File: src/common/vps_pkg.sv
// Purpose: Shared constants and types for the valve leak test scheduler
// Assumes: One 25 MHz clock; times counted in whole seconds
// Notes:   Settings arrive from the commissioning logic on the same clock

package vpr_pkg;

  // ----------------------------------------------------------------------
  // Clock and phase times
  // ----------------------------------------------------------------------
  localparam int unsigned CLK_HZ     = 32'h017D_7840; // 25 MHz
  localparam int unsigned SEC_PER_S  = 32'h0000_0001; // Prescaler unit
  localparam int unsigned VALVE_S    = 32'h0000_0004; // Vent or fill time
  localparam int unsigned SETTLE_S   = 32'h0000_0003; // Switch ignored

  // ----------------------------------------------------------------------
  // Test time setting: step code to seconds
  // ----------------------------------------------------------------------
  localparam int          CODE_W     = 8;
  localparam int          SECS_W     = 12;
  localparam logic [7:0]  CODE_1S    = 8'h3C;  // Last 1 s step (60 s)
  localparam logic [7:0]  CODE_10S   = 8'h72;  // Last 10 s step (600 s)
  localparam logic [7:0]  CODE_MAX   = 8'hA4;  // Last 1 min step (60 min)
  localparam logic [11:0] SECS_60    = 12'h03C;
  localparam logic [11:0] SECS_600   = 12'h258;
  localparam logic [11:0] SECS_MAX   = 12'hE10;
  localparam logic [11:0] STEP_10S   = 12'h00A;
  localparam logic [11:0] STEP_1MIN  = 12'h03C;
  localparam logic [11:0] SECS_VALVE = 12'h004;
  localparam logic [11:0] SECS_SETTLE = 12'h003;

  // ----------------------------------------------------------------------
  // Schedule choice and sequencer states
  // ----------------------------------------------------------------------
  typedef enum logic [2:0] {
    SCHED_NEVER  = 3'h0,
    SCHED_BEFORE = 3'h1,
    SCHED_AFTER  = 3'h2,
    SCHED_BOTH   = 3'h3,
    SCHED_SPLIT  = 3'h4
  } vpr_sched_t;

  typedef enum logic [3:0] {
    ST_IDLE      = 4'h0,
    ST_LP_VENT   = 4'h1,
    ST_LP_SETTLE = 4'h3,
    ST_LP_MON    = 4'h2,
    ST_HP_FILL   = 4'h6,
    ST_HP_SETTLE = 4'h7,
    ST_HP_MON    = 4'h5,
    ST_LOCKOUT   = 4'h4
  } vpr_state_t;

  // Burner sequence events in, one-cycle pulses
  typedef struct packed {
    logic prepurge_start;
    logic run_end;
    logic lockout_reset;
  } vpr_seq_in_t;

  // Valve drives out
  typedef struct packed {
    logic upstream_valve;
    logic downstream_valve;
  } vpr_valves_t;

endpackage

File: src/hdl/vps_timer.sv
// Purpose: Whole-second phase timer with a one-cycle expiry pulse
// Assumes: CYC_PER_SEC of at least 2
// Notes:   A load restarts it; expiry comes secs*CYC_PER_SEC-1 cycles later

`timescale 1ns/1ps

module vpr_timer
#(
  parameter int unsigned CYC_PER_SEC = vpr_pkg::CLK_HZ
)
(
  // Clock and reset
  input  wire logic                       clk_i,
  input  wire logic                       rst_n_i,
  // Load and expiry
  input  wire logic                       load_i,
  input  wire logic [vpr_pkg::SECS_W-1:0] secs_i,
  output logic                            expire_o
);
  import vpr_pkg::*;

  logic [31:0]       pre_reg;
  logic [SECS_W-1:0] sec_reg;
  logic              tick;

  // One-second prescaler; starting at one aligns expiry to valve timing
  assign tick = (pre_reg == 32'(CYC_PER_SEC - 1));

  always_ff @(posedge clk_i or negedge rst_n_i)
  begin
    if (!rst_n_i)
      pre_reg <= 32'h0000_0000;
    else if (load_i || tick)
      pre_reg <= load_i ? 32'h0000_0001 : 32'h0000_0000;
    else
      pre_reg <= pre_reg + 32'h0000_0001;
  end

  // Seconds left; zero seconds expires at once
  always_ff @(posedge clk_i or negedge rst_n_i)
  begin
    if (!rst_n_i)
    begin
      sec_reg  <= 12'h000;
      expire_o <= 1'b0;
    end
    else if (load_i)
    begin
      sec_reg  <= secs_i;
      expire_o <= (secs_i == 12'h000);
    end
    else
    begin
      expire_o <= tick && (sec_reg == 12'h001);
      if (tick && sec_reg != 12'h000)
        sec_reg <= sec_reg - 12'h001;
    end
  end

endmodule

File: src/hdl/vps_sched.sv
// Purpose: Schedules and runs the valve seat leak test in a burner cycle
// Assumes: Burner sequencer pulses its events on this clock
// Notes:   Settings are taken only while idle; a test never changes midway

`timescale 1ns/1ps

// Summary of operation
// - Five schedule choices: never, before, after, both, split
// - Defaults to never; never runs no test
// - Before: full test with pre-purge
// - After: full test when run ends
// - Both: full test at both points
// - Split: high test before, low after
// - Programmable test time sets monitor length
// - Low test: open downstream four seconds
// - Settle three seconds, lock if switch on
// - High test: fill, settle, lock if off
// - Time steps 1 s, 10 s, 1 min
module vpr_sched
#(
  parameter int unsigned CYC_PER_SEC = vpr_pkg::CLK_HZ
)
(
  // Clock and reset
  input  wire logic                       clk_i,
  input  wire logic                       resetn_i,
  // Commissioning settings
  input  wire vpr_pkg::vpr_sched_t        sched_i,
  input  wire logic [vpr_pkg::CODE_W-1:0] time_code_i,
  // Burner sequence events
  input  wire vpr_pkg::vpr_seq_in_t       seq_i,
  // Valve train
  input  wire logic                       proving_pressure_switch_i,
  output vpr_pkg::vpr_valves_t            valves_o,
  // Status to burner sequencer
  output logic                            before_done_o,
  output logic                            after_done_o,
  output logic                            busy_o,
  output logic                            lockout_o
);
  import vpr_pkg::*;
  // ----------------------------------------------------------------------
  // Reset release and pin synchroniser
  // ----------------------------------------------------------------------
  logic rst_meta_reg;
  logic rst_n;
  logic pps_meta_reg;
  logic pps_reg;
  always_ff @(posedge clk_i or negedge resetn_i)
  begin
    if (!resetn_i)
    begin
      rst_meta_reg <= 1'b0;
      rst_n        <= 1'b0;
    end
    else
    begin
      rst_meta_reg <= 1'b1;
      rst_n        <= rst_meta_reg;
    end
  end
  // Switch is a field pin, so two stages before any use
  always_ff @(posedge clk_i or negedge rst_n)
  begin
    if (!rst_n)
    begin
      pps_meta_reg <= 1'b0;
      pps_reg      <= 1'b0;
    end
    else
    begin
      pps_meta_reg <= proving_pressure_switch_i;
      pps_reg      <= pps_meta_reg;
    end
  end

  // ----------------------------------------------------------------------
  // Settings
  // ----------------------------------------------------------------------
  vpr_state_t        state_reg;
  vpr_state_t        state_next;
  vpr_sched_t        sched_reg;
  logic [SECS_W-1:0] test_secs_reg;
  // Step code to seconds; codes past the top clamp to 60 minutes
  function automatic logic [SECS_W-1:0] code_to_secs(
    input logic [CODE_W-1:0] code);
    logic [SECS_W-1:0] c;
    c = {4'h0, code};
    if (code <= CODE_1S)
      code_to_secs = c;
    else if (code <= CODE_10S)
      code_to_secs = SECS_60 + 12'((c - {4'h0, CODE_1S}) * STEP_10S);
    else if (code <= CODE_MAX)
      code_to_secs = SECS_600 + 12'((c - {4'h0, CODE_10S}) * STEP_1MIN);
    else
      code_to_secs = SECS_MAX;
  endfunction
  // Captured only while idle; a running test keeps its settings
  always_ff @(posedge clk_i or negedge rst_n)
  begin
    if (!rst_n)
    begin
      sched_reg     <= SCHED_NEVER;
      test_secs_reg <= 12'h000;
    end
    else if (state_reg == ST_IDLE)
    begin
      sched_reg     <= sched_i;
      test_secs_reg <= code_to_secs(time_code_i);
    end
  end

  // ----------------------------------------------------------------------
  // Test sequencer
  // ----------------------------------------------------------------------
  logic              do_hp_reg;  // High test follows the low test
  logic              after_reg;  // Test belongs to the after point
  logic              tmr_exp;
  logic              tmr_load;
  logic [SECS_W-1:0] tmr_secs;
  logic              start_before;
  logic              start_after;
  assign start_before = (state_reg == ST_IDLE) && seq_i.prepurge_start;
  assign start_after  = (state_reg == ST_IDLE) && seq_i.run_end;
  always_comb
  begin
    state_next = state_reg;
    unique case (state_reg)
      ST_IDLE:
        if (start_before)
        begin
          if (sched_reg == SCHED_BEFORE || sched_reg == SCHED_BOTH)
            state_next = ST_LP_VENT;
          else if (sched_reg == SCHED_SPLIT)
            state_next = ST_HP_FILL;
        end
        else if (start_after)
        begin
          if (sched_reg == SCHED_AFTER || sched_reg == SCHED_BOTH ||
              sched_reg == SCHED_SPLIT)
            state_next = ST_LP_VENT;
        end
      ST_LP_VENT:   if (tmr_exp) state_next = ST_LP_SETTLE;
      ST_LP_SETTLE: if (tmr_exp) state_next = ST_LP_MON;
      ST_LP_MON:
        if (pps_reg)
          state_next = ST_LOCKOUT;
        else if (tmr_exp)
          state_next = do_hp_reg ? ST_HP_FILL : ST_IDLE;
      ST_HP_FILL:   if (tmr_exp) state_next = ST_HP_SETTLE;
      ST_HP_SETTLE: if (tmr_exp) state_next = ST_HP_MON;
      ST_HP_MON:
        if (!pps_reg)
          state_next = ST_LOCKOUT;
        else if (tmr_exp)
          state_next = ST_IDLE;
      ST_LOCKOUT:   if (seq_i.lockout_reset) state_next = ST_IDLE;
      default:      state_next = ST_LOCKOUT; // Illegal code fails safe
    endcase
  end
  always_ff @(posedge clk_i or negedge rst_n)
  begin
    if (!rst_n)
      state_reg <= ST_IDLE;
    else
      state_reg <= state_next;
  end
  // Which point and whether the high test follows, fixed at start
  always_ff @(posedge clk_i or negedge rst_n)
  begin
    if (!rst_n)
    begin
      do_hp_reg <= 1'b0;
      after_reg <= 1'b0;
    end
    else if (state_reg == ST_IDLE)
    begin
      do_hp_reg <= !(start_after && sched_reg == SCHED_SPLIT);
      after_reg <= start_after && !start_before;
    end
  end

  // ----------------------------------------------------------------------
  // Phase timer, loaded on every entry to a timed phase
  // ----------------------------------------------------------------------
  assign tmr_load = (state_next != state_reg) && (state_next != ST_IDLE) &&
                    (state_next != ST_LOCKOUT);
  always_comb
  begin
    tmr_secs = test_secs_reg;
    if (state_next == ST_LP_VENT || state_next == ST_HP_FILL)
      tmr_secs = SECS_VALVE;
    else if (state_next == ST_LP_SETTLE || state_next == ST_HP_SETTLE)
      tmr_secs = SECS_SETTLE;
  end
  vpr_timer #(.CYC_PER_SEC(CYC_PER_SEC)) u_vpr_timer (
    .clk_i(clk_i), .rst_n_i(rst_n), .load_i(tmr_load),
    .secs_i(tmr_secs), .expire_o(tmr_exp));

  // ----------------------------------------------------------------------
  // Outputs, all registered
  // ----------------------------------------------------------------------
  logic finish;
  assign finish = (state_reg != ST_IDLE) && (state_next == ST_IDLE) &&
                  (state_reg != ST_LOCKOUT);
  // Valves follow the next state so lockout drops them in one edge
  always_ff @(posedge clk_i or negedge rst_n)
  begin
    if (!rst_n)
      valves_o <= '0;
    else
    begin
      valves_o.downstream_valve <= (state_next == ST_LP_VENT);
      valves_o.upstream_valve   <= (state_next == ST_HP_FILL);
    end
  end
  // Done pulses; a skipped point answers at once, except a run end in the same cycle as a pre-purge start
  always_ff @(posedge clk_i or negedge rst_n)
  begin
    if (!rst_n)
    begin
      before_done_o <= 1'b0;
      after_done_o  <= 1'b0;
      busy_o        <= 1'b0;
      lockout_o     <= 1'b0;
    end
    else
    begin
      before_done_o <= (start_before && state_next == ST_IDLE) ||
                       (finish && !after_reg);
      after_done_o  <= (start_after && !start_before &&
                        state_next == ST_IDLE) || (finish && after_reg);
      busy_o        <= (state_next != ST_IDLE) &&
                       (state_next != ST_LOCKOUT);
      lockout_o     <= (state_next == ST_LOCKOUT);
    end
  end

  // Cycles of open downstream valve, for the vent length check
  logic [31:0] dn_on_cnt_reg;
  always_ff @(posedge clk_i or negedge rst_n)
  begin
    if (!rst_n)
      dn_on_cnt_reg <= 32'h0000_0000;
    else
      dn_on_cnt_reg <= valves_o.downstream_valve ?
                       dn_on_cnt_reg + 32'h0000_0001 : 32'h0000_0000;
  end
endmodule

File: config.mk
export PLATFORM = sky130hd
export DESIGN_NAME = vpr_sched
export DESIGN_NICKNAME = d
export VERILOG_FILES = /design/src/common/vps_pkg.sv /design/src/hdl/vps_timer.sv /design/src/hdl/vps_sched.sv
export SDC_FILE = /design/constraint.sdc
export NUM_CORES = 1
export LEC_CHECK = 0
export BUFFER_PORTS_ARGS = -buffer_cell sky130_fd_sc_hd__buf_2
export CORE_MARGIN = 5
export CORE_UTILIZATION = 45
export CTS_CLUSTER_SIZE = 16
export DETAILED_ROUTE_END_ITERATION = 8
export GPL_TIMING_DRIVEN = 1
export PLACE_DENSITY = 0.63
export SLEW_MARGIN = 5
export SYNTH_ARGS = -nofsm -noshare
export SYNTH_HDL_FRONTEND = slang
export SYNTH_SLANG_ARGS = --single-unit
File: constraint.sdc
create_clock -name clk_i -period 3 [get_ports clk_i]
set_clock_uncertainty 0.05 [all_clocks]
set_input_delay 0.3 -clock clk_i [delete_from_list [all_inputs] [get_ports clk_i]]
set_output_delay 0.3 -clock clk_i [all_outputs]
set_load 0.03 [all_outputs]
---- After elaboration in Yosys (flattened, before gate mapping) ----
Index checks and enable logic that the tools add are counted.
operators by class
  $add $sub $neg .......................... 6
  $mul .................................... 2
  order comparisons ....................... 3
  equality and inequality tests ........... 21
  mux-type cells .......................... 26
  reduce and logical (&&, ||, !) cells .... 33
operator list
  operator                                                        count
  two-way mux 12 bit                                              7
  two-way mux 4 bit                                               14
  adder 32 x 1 -> 32 bit, second input constant                   1
  == test 32 x 25 -> 1 bit, second input constant                 1
  two-way mux 32 bit                                              1
  case mux 4 bit (8 select lines)                                 1
  == test 4 x 3 -> 1 bit, second input constant                   7
  logical AND 1 bit                                               15
  adder 10 x 12 -> 12 bit, first input constant                   1
  adder 6 x 12 -> 12 bit, first input constant                    1
  == test 12 x 1 -> 1 bit, second input constant                  1
  == test 4 x 2 -> 1 bit, second input constant                   3
  zero test 12 bit                                                1
  multiplier 12 x 3 -> 11 bit, second input constant              1
  multiplier 12 x 4 -> 10 bit, second input constant              1
  nonzero test 12 bit                                             1
  subtractor 12 x 1 -> 12 bit, second input constant              1
  subtractor 8 x 6 -> 9 bit, second input constant                1
  subtractor 8 x 7 -> 9 bit, second input constant                1
  == test 4 x 1 -> 1 bit, second input constant                   2
  less-or-equal comparator 8 x 6 -> 1 bit, second input constant  1
  less-or-equal comparator 8 x 7 -> 1 bit, second input constant  1
  less-or-equal comparator 8 bit, second input constant           1
  zero test 4 bit                                                 2
  11 further kinds                                                24
word-level totals
  flip-flop bits (word level) ............. 76
  input bits .............................. 17
  logic and storage cells ................. 109

---- Logic depth before layout (Yosys ltp) ----
  depth after elaboration ................. 13
  mapped depth ............................ 20
  depth with buffers taken out ............ 19

---- Modules after synthesis ----
From an unflattened synthesis, not the netlist that was laid out.
second synthesis, totals
  cells, all modules ...................... 667
  area, all modules ....................... 5,851.9 µm²
modules (own cells, without submodules)
  module     instances  cells an instance  area an instance (µm²)  seq. area each (µm²)
  vpr_sched  1          388                3,299.4                 775.7
  vpr_timer  1          279                2,552.4                 1,126.1

---- Least setup slack after synthesis ----
Ideal clock, no wire load.
  path type ............................... input to register
  from .................................... input time_code_i[3] in the netlist's numbering
  to ...................................... register test_secs_reg[11]
  setup time .............................. 122 ps
  arrival time ............................ 3,917 ps
  data required time ...................... 2,828 ps
  path slack .............................. -1,089 ps
  cell stages on the path ................. 16
  buffers on the path ..................... 1
  cell sequence ........................... clkbuf_1 inv_1 ha_1 a21boi_0 nor2_1 xnor2_1 inv_1 fa_1 fa_1 ha_1 a2111oi_0 a311oi_1 nor2_1 xnor2_1 nand2_1 a32o_1
between the ends
  longest elaborated chain between the ends .. 6
  elaborated cells between the ends (all ways) .. 12
RTL lines
  element                      RTL line          source
  from (decl)                  vps_sched.sv:29   input wire logic [vpr_pkg::CODE_W-1:0] time_code_i,
  subtractor 8 x 7 -> 9 bit    vps_sched.sv:94   code_to_secs = SECS_600 + 12'((c - {4'h0, CODE_10S}) * STEP_1MIN);
  multiplier 12 x 4 -> 10 bit  vps_sched.sv:94
  adder 10 x 12 -> 12 bit      vps_sched.sv:94
  two-way mux 12 bit           vps_sched.sv:93   else if (code <= CODE_MAX)
  two-way mux 12 bit           vps_sched.sv:91   else if (code <= CODE_10S)
  two-way mux 12 bit *         vps_sched.sv:89   if (code <= CODE_1S)
  to (signal assigned)         vps_sched.sv:109  test_secs_reg <= code_to_secs(time_code_i);
  to (decl)                    vps_sched.sv:83   logic [SECS_W-1:0] test_secs_reg;
Every way passes the cells marked *; elsewhere a longest branch is shown, timed or not.
A chain may end at the register's enable or synchronous reset.

---- Worst setup path in the final report ----
  from .................................... input time_code_i[2] in the netlist's numbering
  to ...................................... register test_secs_reg[11]
Same word-level chain as after synthesis.

==> impl_metrics.csv <==
group,metric,value,unit
placement,place.gp.congestion,0.838,
job,maxCapViolations,0,
die,io_pins,23,
yosys,post_synth.cell_area_avg,9.21,um2
clocking,htreeDepth,3,
route,drtIter0Drc,272,
route,drc_errors,0,
setup_path,cp_max_fo,5,
clocking,clock_sinks,76,
final_layout,fin_cells,892,
final_layout,areaGrowthSynthToFinish,27.4,%
clocking,cts.root.buffer_cell,"clkbuf_16",
timing,timing.final.crit_share,116,%
timing,slew_violations,0,
yosys,synth_ff_type,"dfrtp_1",
timing,worst_pin_slew,1240,ps
route,vias,4686,
die,die_w,123,um
clocking,path_clk_slew,60,ps
timing,hold_ws,17.5,ps
placement,dpl.cell_count,862,
timing,setup_tns,-1790,ps
die,die_h,123,um
yosys,syn_inst,619,
min_path,min_path_type,"in2reg",
clocking,insertion_delay,330,ps
yosys,synthesis.area,5700,um2
timing,hold_viol,0,
timing,post-route-min-period,3470,ps
route,wl_per_cell,14.2,um
yosys,ys_seq_elements,76,
route,drt_pass1_iterations,4,
yosys,netlist-cell-type-count,62,
global_route,grt_pass1_vias,4704,
placement,dpl.hpwl,9300,um
route,vias_per_cell,5.25,
die,rows,41,
global_route,antenna_found_initial,0,
run_status,status,"finished with violations",
yosys,synth_seq_area_share,33.3,%
setup_path,crit_type,"in2reg",
global_route,grt_use_total,17.8,%
timing,slew_headroom,16.5,%
die,dieArea,15000,um2
final_layout,largest_reg_flops,32,
die,coreArea,12500,um2
timing,setup_viol,5,
yosys,synth_edf_count,0,
setup_path,cp.arrival,3640,ps
placement,pre_cts_ws,-854,ps
route,wl,12700,um
yosys,syn_nets,683,
pwr,powerDensity,737,nW/um2
final_layout,fillerInstances,1119,
final_layout,fin_nets,780,
timing,grt_setup_unrepaired,"yes",
pwr,p_total,5.35,mW
route,ant_nets,0,
pwr,vdd_drop_max,0.310,mV
clocking,cts_buffers,9,
pwr,power.leakage,3.22,nW
global_route,grt_start_max_net_pins,75,
placement,port_buffers,22,
global_route,grt_overflow,0,
final_layout,antennaDiodeCount,0,
run_status,violations,"negative setup slack",
timing,fin_ws,-469,ps
clocking,clockBufferDepth,2,
die,start_util,45.6,%
setup_path,crit_path_end_kind,"register",
global_route,grt_pass1_wl,21700,um
clocking,cts_tree,"done",
final_layout,drive_gt1_share,29.7,%
yosys,ys_async_sr_fraction,100,%
setup_path,start_kind,"input port",
timing,max_freq,0.288,GHz
yosys,yosysWarnings,0,
setup_path,cp.required,3170,ps
[kinds of logic (layout without fill, tap and decap cells)]
| kind of cell | count (synthesis) | count (layout) | synth area share, % |
|---|---|---|---|
| xor+xnor | 78 | 78 | 12.2 |
| flops | 76 | 76 | 33.3 |
| other cells | 2 | 2 | 0.132 |
| buf+inv | 66 | 167 | 5.51 |
| compound gates | 105 | 105 | 11.8 |
| simple gates | 238 | 238 | 24.2 |
| mux | 7 | 7 | 1.32 |
| fa+ha+maj | 47 | 47 | 11.5 |
[layout make-up]
cell class | count | area (um2) | area share (%)
clock buffer | 11 | 253 | 3.48
timing repair buffer | 106 | 798 | 11.0
inverter | 46 | 181 | 2.50
tap | 172 | 215 | 2.96
clock inverter | 4 | 72.6 | 0.999
sequential | 76 | 1900 | 26.2
multi-input combinational | 477 | 3840 | 52.9
[cell usage after synthesis, types with 4 or more instances]
library cell | number | area, um2
o21ai_1 | 4 | 20.0
nand2b_1 | 9 | 56.3
nor4_1 | 10 | 62.6
ha_1 | 38 | 475
nand3b_1 | 6 | 45.0
and3_1 | 8 | 50.1
nand2_1 | 48 | 180
a21oi_1 | 20 | 100
nor2_4 | 24 | 270
nand4_1 | 6 | 37.5
o21bai_1 | 6 | 45.0
nor2b_1 | 4 | 25.0
o22ai_1 | 4 | 25.0
nor2_2 | 6 | 37.5
or3_1 | 5 | 31.3
fa_1 | 9 | 180
nand3_1 | 37 | 185
o21ai_0 | 31 | 155
dfrtp_1 | 76 | 1900
a21o_1 | 6 | 45.0
xnor2_1 | 39 | 342
xor2_1 | 38 | 333
nor3_1 | 15 | 75.1
inv_1 | 46 | 173
mux2_2 | 4 | 45.0
clkbuf_1 | 13 | 48.8
nor2_1 | 39 | 146
[worst paths after layout]
check / startpoint / endpoint / slack [ps] / cells past startpoint
max: time_code_i[2] / test_secs_reg[11]$_DFFE_PN0N_ / -470 / 17
min: proving_pressure_switch_i / pps_meta_reg$_DFF_PN0_ / 20 / 1
max reg2reg: u_vpr_timer.pre_reg[27]$_DFF_PN0_ / u_vpr_timer.sec_reg[5]$_DFFE_PN0P_ / 280 / 8
min reg2reg: pps_meta_reg$_DFF_PN0_ / pps_reg$_DFF_PN0_ / 300 / 0
max in group asynchronous: rst_n$_DFF_PN0_ / test_secs_reg[6]$_DFFE_PN0N_ / 1870 / 1
min in group asynchronous: resetn_i / rst_meta_reg$_DFF_PN0_ / 240 / 2
[worst max-delay path, stage by stage]
cell and delay [ps]:
buf_8 80, clkinvlp_4 110, buf_12 150, ha_4 160
buf_4 150, a21oi_4 160, xnor2_2 150, fa_1 480
fa_1 590, ha_4 220, buf_6 120, a2111oi_4 320
a311oi_2 90, nor2_1 150, xnor2_1 120, nand2_1 60
a32o_1 210
[power by group]
group	internal (mW)	switching, mW
registers	1.24	0.209
clock network	0.767	0.402
logic	1.38	1.35
total	3.39	1.97
[placed cells by master (no fill, tap or decap), drive strengths merged, types with 9 or more instances in the layout]
cell,synthesis,final
buf,7,105
dfrtp,76,76
nor2,69,69
nand2,48,48
inv,46,45
xnor2,39,39
xor2,38,38
ha,38,38
nand3,37,37
o21ai,35,35
a21oi,20,20
nor3,15,15
clkbuf,13,11
nor4,10,10
nand2b,9,9
fa,9,9
[stage by stage]
step           util (%)  instance area, um2
2_1_floorplan         -                5830
3_3_place_gp       52.2                6530
3_5_place_dp       52.2                6530
4_1_cts            56.7                7090
5_1_grt            58.0                7270
6_report           58.0                7270
[timing repair]
action                                  4_1_cts  5_1_grt
endpoints found under the setup margin        5        6
hold buffers                                  1        0
cloned                                        0        0
endpoints found under the hold margin         2        0
pin swaps                                     9       24
resized for setup                            31       24
buffers inserted                              7       10
[metal layers]
metal	GRT usage (%)	vias up	wire (um)
met1	22.9	2215	5660
met2	30.4	87	6220
met3	1.89	37	313
li1	-	2347	-
met4	7.77	0	484
met5	0	-	0
(Power assumes the default switching activity.)
